[config.mk]
export PLATFORM = sky130hd
export DESIGN_NAME = dtpwm_top
export DESIGN_NICKNAME = d
export VERILOG_FILES = /design/src/dtpwm_pkg.sv /design/src/dtpwm_timebase.sv /design/src/dtpwm_channel.sv /design/src/dtpwm_top.sv
export SDC_FILE = /design/constraint.sdc
export NUM_CORES = 1
export LEC_CHECK = 0
export ABC_AREA = 1
export BUFFER_PORTS_ARGS = -buffer_cell sky130_fd_sc_hd__buf_2
export CORE_ASPECT_RATIO = 1.2
export CORE_MARGIN = 4
export CORE_UTILIZATION = 40
export DETAILED_ROUTE_END_ITERATION = 8
export SYNTH_ARGS = -nofsm -noshare
export SYNTH_HDL_FRONTEND = slang
export SYNTH_SLANG_ARGS = --single-unit
[constraint.sdc]
create_clock -name core_clk -period 8.2 [get_ports core_clk]
set_clock_uncertainty 0.05 [all_clocks]
set_input_delay 0.41 -clock core_clk [delete_from_list [all_inputs] [get_ports core_clk]]
set_output_delay 0.41 -clock core_clk [all_outputs]
set_load 0.05 [all_outputs]
[src/dtpwm_pkg.sv]
/*
 Shared constants and types for the dual timer based modulator.
 Assumes a single core clock domain and a plain strobe register port.
*/
package dtpwm_pkg;
  // Register offsets (word index on the plain port)
  localparam logic [3:0] OFF_COUNT = 4'h0;
  localparam logic [3:0] OFF_PERIOD = 4'h1;
  localparam logic [3:0] OFF_TCTRL = 4'h2;
  localparam logic [3:0] OFF_DUTY1 = 4'h3;
  localparam logic [3:0] OFF_BUF1 = 4'h4;
  localparam logic [3:0] OFF_CCTRL1 = 4'h5;
  localparam logic [3:0] OFF_DUTY2 = 4'h6;
  localparam logic [3:0] OFF_BUF2 = 4'h7;
  localparam logic [3:0] OFF_CCTRL2 = 4'h8;
  // Reset values
  localparam logic [7:0] RST_COUNT = 8'h00;
  localparam logic [7:0] RST_PERIOD = 8'hFF;
  localparam logic [7:0] RST_TCTRL = 8'h00;
  localparam logic [7:0] RST_CCTRL = 8'h00;
  localparam logic [7:0] RST_DUTY = 8'h00;
  // Timebase control fields
  localparam int TC_PRE_LO = 0;
  localparam int TC_ON = 2;
  localparam int TC_POST_LO = 3;
  localparam logic [7:0] TC_MASK = 8'h7F;
  // Channel control fields
  localparam int CC_LSB_LO = 4;
  localparam logic [7:0] CC_MASK = 8'h3F;
  // Pwm mode code in the channel control low nibble
  localparam logic [1:0] CC_MODE_PWM = 2'h3;
  localparam int CC_MODE_HI = 3;
  localparam int CC_MODE_LO = 2;
  // Oscillator periods per timer count step at prescale 1
  localparam int PHASES_PER_COUNT = 4;
  // Channel register bundle
  typedef struct packed {
    logic [7:0] dutyHigh;
    logic [1:0] dutyLow;
    logic [1:0] modeSel;
  } dtpwm_chan_cfg_t;
  // Prescale divider from the two select bits: 1, 4, 16
  function automatic logic [4:0] dtpwm_prescale(input logic [1:0] sel);
    case (sel)
      2'h0: dtpwm_prescale = 5'h01;
      2'h1: dtpwm_prescale = 5'h04;
      default: dtpwm_prescale = 5'h10;
    endcase
  endfunction
endpackage

[src/dtpwm_timebase.sv]
/*
 Shared 8-bit timer extended to a 10-bit time base.
 Assumes registers and period come from the top on the same clock.
*/
`timescale 1ns/1ns
`default_nettype none
module dtpwm_timebase
  import dtpwm_pkg::*;
(
  input wire logic core_clk,
  input wire logic rst,
  input wire logic timerOn, // Timer run enable
  input wire logic [1:0] preSel, // Prescale select
  input wire logic [3:0] postSel, // Postscale select
  input wire logic [7:0] period, // Period compare value
  input wire logic countWrite, // Software write of the count
  input wire logic [7:0] countData, // Data of that write
  output logic [7:0] count, // Timer count
  output logic [9:0] extTime, // Count with two fine bits below
  output logic rollover, // Period boundary pulse
  output logic postTick // Slow update-rate event pulse
);
  // Fine counter: 4 oscillator phases times prescale per count step
  logic [5:0] fine;
  logic [3:0] postCnt;
  wire logic [4:0] preDiv = dtpwm_prescale(preSel);
  wire logic [6:0] fineTop = 7'(PHASES_PER_COUNT) * {2'h0, preDiv} - 7'h01;
  wire logic fineWrap = ({1'b0, fine} == fineTop);
  // Two fine bits: the phase clock, or top prescaler bits when prescaling
  wire logic [1:0] fineBits = (preSel == 2'h0) ? fine[1:0] :
                              (preSel == 2'h1) ? fine[3:2] : fine[5:4];
  wire logic atPeriod = (count == period);
  wire logic stepNow = timerOn && fineWrap;
  assign extTime = {count, fineBits};

  // Phase and prescale counter
  always_ff @(posedge core_clk or posedge rst) begin
    if (rst) begin
      fine <= 6'h00;
    end else if (!timerOn || fineWrap) begin
      fine <= 6'h00;
    end else begin
      fine <= fine + 6'h01;
    end
  end

  // Timer count; clears on the step after a period match
  always_ff @(posedge core_clk or posedge rst) begin
    if (rst) begin
      count <= RST_COUNT;
      rollover <= 1'b0;
    end else begin
      rollover <= stepNow && atPeriod;
      if (countWrite) begin
        count <= countData;
      end else if (stepNow) begin
        count <= atPeriod ? 8'h00 : count + 8'h01;
      end
    end
  end

  // Postscaler only produces a side event, never touches the period
  always_ff @(posedge core_clk or posedge rst) begin
    if (rst) begin
      postCnt <= 4'h0;
      postTick <= 1'b0;
    end else begin
      postTick <= 1'b0;
      if (stepNow && atPeriod) begin
        if (postCnt == postSel) begin
          postCnt <= 4'h0;
          postTick <= 1'b1;
        end else begin
          postCnt <= postCnt + 4'h1;
        end
      end
    end
  end
endmodule
`default_nettype wire

[src/dtpwm_channel.sv]
/*
 One modulator channel: double-buffered duty and 10-bit compare.
 Assumes rollover and extended time come from the shared time base.
*/
`timescale 1ns/1ns
`default_nettype none
module dtpwm_channel
  import dtpwm_pkg::*;
(
  input wire logic core_clk,
  input wire logic rst,
  input wire dtpwm_chan_cfg_t cfg, // Software duty and mode
  input wire logic rollover, // Period boundary
  input wire logic [9:0] extTime, // Extended time base
  output logic [7:0] dutyBuffer, // Read-only buffered high bits
  output logic pinOut // Modulator pin
);
  logic [1:0] dutyLatch; // Hidden low bits of the buffered duty
  wire logic [9:0] nextDuty = {cfg.dutyHigh, cfg.dutyLow};
  wire logic pwmOn = (cfg.modeSel == CC_MODE_PWM);
  // Compare against the buffered copy only, so mid-period writes cannot glitch
  wire logic match = ({dutyBuffer, dutyLatch} == extTime);

  // Buffer reload at each boundary
  always_ff @(posedge core_clk or posedge rst) begin
    if (rst) begin
      dutyBuffer <= RST_DUTY;
      dutyLatch <= 2'h0;
    end else if (rollover) begin
      dutyBuffer <= cfg.dutyHigh;
      dutyLatch <= cfg.dutyLow;
    end
  end

  // Pin set at boundary unless zero duty; cleared on match.
  // A duty past the period never matches, so the pin stays high.
  always_ff @(posedge core_clk or posedge rst) begin
    if (rst) begin
      pinOut <= 1'b0;
    end else if (!pwmOn) begin
      pinOut <= 1'b0;
    end else if (rollover) begin
      pinOut <= (nextDuty != 10'h000);
    end else if (match) begin
      pinOut <= 1'b0;
    end
  end
endmodule
`default_nettype wire

[src/dtpwm_top.sv]
/*
 Top of the dual timer based modulator: register port, shared timer,
 two channels. Assumes a one-clock strobe master and a power stage on pins.
*/
`timescale 1ns/1ns
`default_nettype none
module dtpwm_top
  import dtpwm_pkg::*;
#(
  parameter int DUTY_BITS = 10 // Unused; duty resolution is set by the fixed 10-bit compare
) (
  input wire logic core_clk,
  input wire logic rst,
  input wire logic [3:0] regAddr, // Register index
  input wire logic [7:0] regWdata, // Write data
  input wire logic regWrite, // Write strobe
  input wire logic regRead, // Read strobe
  output logic [7:0] regRdata, // Read data, cycle after the strobe
  output logic modulatorOutputA, // Channel 1 pin
  output logic modulatorOutputB, // Channel 2 pin
  output logic updateTick // Slow postscaled event pulse
);
  // Software registers
  logic [7:0] timebasePeriod;
  logic [7:0] timebaseControl;
  logic [7:0] dutyHighBitsCh1;
  logic [7:0] dutyHighBitsCh2;
  logic [7:0] channelControlCh1;
  logic [7:0] channelControlCh2;
  // Time base and channel results
  wire logic [7:0] timebaseCount;
  wire logic [9:0] extTime;
  wire logic rollover;
  wire logic postTick;
  wire logic [7:0] dutyBufferCh1;
  wire logic [7:0] dutyBufferCh2;
  wire logic pinA;
  wire logic pinB;

  // Address decode
  wire logic wrCount = regWrite && (regAddr == OFF_COUNT);
  wire logic wrPeriod = regWrite && (regAddr == OFF_PERIOD);
  wire logic wrTctrl = regWrite && (regAddr == OFF_TCTRL);
  wire logic wrDuty1 = regWrite && (regAddr == OFF_DUTY1);
  wire logic wrCctrl1 = regWrite && (regAddr == OFF_CCTRL1);
  wire logic wrDuty2 = regWrite && (regAddr == OFF_DUTY2);
  wire logic wrCctrl2 = regWrite && (regAddr == OFF_CCTRL2);

  // Channel configuration bundles; low duty bits from control bits 5:4
  wire dtpwm_chan_cfg_t cfg1 = '{dutyHigh: dutyHighBitsCh1,
    dutyLow: channelControlCh1[CC_LSB_LO+1:CC_LSB_LO],
    modeSel: channelControlCh1[CC_MODE_HI:CC_MODE_LO]};
  wire dtpwm_chan_cfg_t cfg2 = '{dutyHigh: dutyHighBitsCh2,
    dutyLow: channelControlCh2[CC_LSB_LO+1:CC_LSB_LO],
    modeSel: channelControlCh2[CC_MODE_HI:CC_MODE_LO]};

  // Read mux; unmapped indices read zero. Reserved bits read zero.
  logic [7:0] readMux;
  always_comb begin
    case (regAddr)
      OFF_COUNT: readMux = timebaseCount;
      OFF_PERIOD: readMux = timebasePeriod;
      OFF_TCTRL: readMux = timebaseControl;
      OFF_DUTY1: readMux = dutyHighBitsCh1;
      OFF_BUF1: readMux = dutyBufferCh1;
      OFF_CCTRL1: readMux = channelControlCh1;
      OFF_DUTY2: readMux = dutyHighBitsCh2;
      OFF_BUF2: readMux = dutyBufferCh2;
      OFF_CCTRL2: readMux = channelControlCh2;
      default: readMux = 8'h00;
    endcase
  end

  // Register writes; buffer registers ignore writes
  always_ff @(posedge core_clk or posedge rst) begin
    if (rst) begin
      timebasePeriod <= RST_PERIOD;
      timebaseControl <= RST_TCTRL;
      dutyHighBitsCh1 <= RST_DUTY;
      dutyHighBitsCh2 <= RST_DUTY;
      channelControlCh1 <= RST_CCTRL;
      channelControlCh2 <= RST_CCTRL;
    end else begin
      if (wrPeriod) begin
        timebasePeriod <= regWdata;
      end
      if (wrTctrl) begin
        timebaseControl <= regWdata & TC_MASK;
      end
      if (wrDuty1) begin
        dutyHighBitsCh1 <= regWdata;
      end
      if (wrCctrl1) begin
        channelControlCh1 <= regWdata & CC_MASK;
      end
      if (wrDuty2) begin
        dutyHighBitsCh2 <= regWdata;
      end
      if (wrCctrl2) begin
        channelControlCh2 <= regWdata & CC_MASK;
      end
    end
  end

  // Read data and pins straight from flip-flops
  always_ff @(posedge core_clk or posedge rst) begin
    if (rst) begin
      regRdata <= 8'h00;
      modulatorOutputA <= 1'b0;
      modulatorOutputB <= 1'b0;
      updateTick <= 1'b0;
    end else begin
      regRdata <= regRead ? readMux : 8'h00;
      modulatorOutputA <= pinA;
      modulatorOutputB <= pinB;
      updateTick <= postTick;
    end
  end

  // Shared time base for both channels
  dtpwm_timebase u_timebase (
    .core_clk(core_clk),
    .rst(rst),
    .timerOn(timebaseControl[TC_ON]),
    .preSel(timebaseControl[TC_PRE_LO+1:TC_PRE_LO]),
    .postSel(timebaseControl[TC_POST_LO+3:TC_POST_LO]),
    .period(timebasePeriod),
    .countWrite(wrCount),
    .countData(regWdata),
    .count(timebaseCount),
    .extTime(extTime),
    .rollover(rollover),
    .postTick(postTick)
  );

  // Two identical channels on the same time base
  dtpwm_channel u_ch1 (
    .core_clk(core_clk),
    .rst(rst),
    .cfg(cfg1),
    .rollover(rollover),
    .extTime(extTime),
    .dutyBuffer(dutyBufferCh1),
    .pinOut(pinA)
  );

  dtpwm_channel u_ch2 (
    .core_clk(core_clk),
    .rst(rst),
    .cfg(cfg2),
    .rollover(rollover),
    .extTime(extTime),
    .dutyBuffer(dutyBufferCh2),
    .pinOut(pinB)
  );
  // Resolution follows from the 10-bit compare and the period length
endmodule
`default_nettype wire

==> impl_metrics.yaml <==
placed_design:
  port_buffers: 26
  place.detailed.instances: 821
  dp_hpwl_um: 10700
  gp_routability_congestion: 0.973
synth:
  synth_fp_nets: 667
  post_synth_num_cell_types: 34
  synth.most_common_cell: "sky130_fd_sc_hd__nand2_1"
  ys_seq_elements: 96
  ys_warn_count: 0
  post_synth_inst_count: 648
  syn_area_per_cell_um2: 7.89
  postSynth.topFlopCell: "sky130_fd_sc_hd__dfrtp_1"
  synth_async_sr_flop_share: 1.00
  number_of_flops_mapped_to_enable_cells_by_yosys: 0
  post_synth_most_frequent_cells: "sky130_fd_sc_hd__nand2_1, sky130_fd_sc_hd__dfrtp_1, sky130_fd_sc_hd__inv_1, sky130_fd_sc_hd__nor2_1, sky130_fd_sc_hd__o21ai_0"
  synthTopCellsByArea: "sky130_fd_sc_hd__dfrtp_1, sky130_fd_sc_hd__nand2_1, sky130_fd_sc_hd__inv_1"
  netlist_area_mm2: 0.00511
  sequential_share_of_the_synthesized_area: 0.472
  synth_top_area_share: 0.431
  yosysTopAreaCell: "sky130_fd_sc_hd__dfrtp_1"
cts:
  cts_setup_buffers: 0
  numClockSinks: 96
  clock_insertion_delay_worst_skew_ps: 340
  tritoncts: "done"
  h-tree-depth: 3
  clock_path_buffers: 2
  cts_hold_buffers: 0
  clk_pin_slew_ps: 70
  tritoncts.num_buffers: 9
  cts_resized: 0
  cts-root-buf: "sky130_fd_sc_hd__clkbuf_16"
layout:
  antenna_cells_inserted: 0
  drive_above_1_share: 0.138
  fillCellCount: 1299
  seq_area_mm2: 0.00241
  area_growth_pct: 10.6
  finalNetCount: 687
  multi_input_area_mm2: 0.00227
  final-instance-count-excl-fill: 837
floorplanning:
  floorplan.rows: 45
  dieArea_mm2: 0.0147
  number_of_primary_i_o_pins: 27
  core_region_area_mm2: 0.0126
  dieHeight_um: 132
  starting_density: 0.405
  fp.dieW_um: 111
power_and_ir_drop:
  total_power_mw: 1.33
  power.density_cell_area_mw_per_mm2: 236
  clockPowerShare: 0.342
  seqPwrFrac: 0.471
  cell_internal_pwr_uw: 908
  power_frac_comb: 0.186
  proportion_of_total_power_due_to_net_switching: 0.319
  ir_worst_vdd_uv: 84.4
  total_switching_power_uw: 426
  power_leakage_nw: 2.91
global_routing:
  grt_pass1_wl_um: 22900
  antenna_found_initial: 0
  grt_use_total: 0.200
  gr-total-overflow: 0
  grt_start_max_net_pins: 57
  first_global_vias: 4062
sta:
  max_slew_vio_count: 0
  setup-violations-final: 0
  finalHoldViolCount: 0
  highest_clock_rate_ghz: 0.576
  unrepaired_setup_endpoints_after_global_routing: "false"
  slew_headroom: 0.527
  setup-tns-final_ps: 0
  fin_crit_sh: 0.212
  worst_pin_slew_ps: 709
  final_period_minus_worst_setup_slack_ps: 1740
drt:
  drtPass1Iterations: 5
  drtIter0Drc: 285
  route.detailed.vias_per_inst: 5.12
  num_vias: 4285
  number_of_remaining_drc_errors: 0
  drt_wl_total_um: 14100
  detail-route-antenna-nets: 0
  route.detailed.wl_per_inst_um: 16.9
job:
  max_cap_violations: 0
min_path:
  min_path_type: "primary input to async pin"
setup_path:
  timing_worst_setup_path_type: "flop to flop"
  worstPathMaxFanout: 9
  worst-endpoint-arrival_ps: 1920
  endpoint_kind: "flop"
  worstSetupStartpointType: "flop"
  worst_endpoint_required_time_ps: 8380
outcome:
  run_status: "complete, no violations"
-- worst paths after layout --
check,startpoint,to,slack [ps],cells after the start
setup / recovery,u_timebase.count[3],u_timebase.postCnt[1],6460,8
hold / removal,rst,dutyHighBitsCh2[4],50,2
setup reg to reg,u_timebase.count[3],u_timebase.postCnt[1],6460,8
hold reg to reg,u_timebase.postTick,updateTick,300,0
max in group asynchronous,rst,u_timebase.count[6],6950,3
min in group core_clk,regWdata[1],u_timebase.count[1],250,3
-- final cells by class --
cell class	count	area share
repair buffers	28	0.0257
clock buffers	12	0.0436
flip-flops and latches	96	0.426
multi-input cells	454	0.402
inverters	79	0.0529
clock inverters	4	0.0135
well taps	164	0.0363
-- per-stage QoR --
stage	hold slack (ps)	area (um^2)	utilization	setup WS, ps
after floorplan	281	5110	-	5250
after global placement	285	5340	0.423	6300
after detailed placement	290	5340	0.423	6310
after CTS	64.2	5660	0.449	6470
after global routing	107	5660	0.449	6360
final	50.3	5660	0.449	6460
-- routing by layer --
layer	part of all wire	vias up	global-route usage
met5	0	-	0
met4	0.017	0	0.0595
met3	0.043	18	0.0280
met2	0.48	125	0.329
met1	0.46	2049	0.276
li1	-	2093	-
-- placed cells by master (no fill, tap or decap), types with 2 or more instances in the layout --
cell	instances
sky130_fd_sc_hd__dfrtp_1	88
sky130_fd_sc_hd__clkbuf_1	2
sky130_fd_sc_hd__o21ai_2	14
sky130_fd_sc_hd__nor2_1	51
sky130_fd_sc_hd__nand2_1	205
sky130_fd_sc_hd__o22ai_1	8
sky130_fd_sc_hd__ha_1	3
sky130_fd_sc_hd__o21ai_0	37
sky130_fd_sc_hd__inv_1	71
sky130_fd_sc_hd__nand2_2	7
sky130_fd_sc_hd__nor2_2	4
sky130_fd_sc_hd__nand4_1	13
sky130_fd_sc_hd__nand3b_1	4
sky130_fd_sc_hd__clkbuf_16	9
sky130_fd_sc_hd__nor2_4	2
sky130_fd_sc_hd__buf_4	2
sky130_fd_sc_hd__nand3_1	33
sky130_fd_sc_hd__nor3_1	5
sky130_fd_sc_hd__nor3_4	2
sky130_fd_sc_hd__o21ai_1	20
sky130_fd_sc_hd__xor2_1	18
sky130_fd_sc_hd__nand2_4	3
sky130_fd_sc_hd__dfstp_2	8
sky130_fd_sc_hd__xnor2_1	10
sky130_fd_sc_hd__buf_2	26
sky130_fd_sc_hd__inv_2	7
sky130_fd_sc_hd__a21oi_1	8
sky130_fd_sc_hd__bufinv_16	2
-- logic make-up after synthesis --
| family | share of synthesized area |
|---|---|
| simple gates | 0.290 |
| buf+inv | 0.0837 |
| flops | 0.472 |
| compound gates | 0.0991 |
| xor+xnor | 0.0480 |
| fa+ha+maj | 0.00734 |
-- power by group through the flow --
stage               Combinational [mW]  Clock [mW]  Sequential, mW
finish                           0.249       0.457           0.629
global route                     0.282       0.483           0.636
CTS                              0.251       0.467           0.626
detailed placement               0.250           0           0.635
global placement                 0.245           0           0.634
floorplan                        0.216           0           0.593
-- worst max-delay path: stages, from the launching register on --
cell and delay [ps]:
sky130_fd_sc_hd__dfrtp_1 650, sky130_fd_sc_hd__xnor2_1 180, sky130_fd_sc_hd__nand2_1 80, sky130_fd_sc_hd__nor2_2 130
sky130_fd_sc_hd__nand2_2 170, sky130_fd_sc_hd__nor2_8 170, sky130_fd_sc_hd__inv_2 70, sky130_fd_sc_hd__nand2_1 60
sky130_fd_sc_hd__nand2_1 60
-- registers in the layout, indices dropped and copies added (netlist names), 2 cells and up --
name	flops
u_ch2.dutyLatch	2
u_ch1.dutyBuffer	8
u_timebase.fine	6
dutyHighBitsCh1	8
timebaseControl	7
u_ch1.dutyLatch	2
timebasePeriod	8
u_timebase.count	8
channelControlCh2	6
dutyHighBitsCh2	8
channelControlCh1	6
u_timebase.postCnt	4
u_ch2.dutyBuffer	8
regRdata	8
Note: power is estimated with default switching activity, not from simulation.
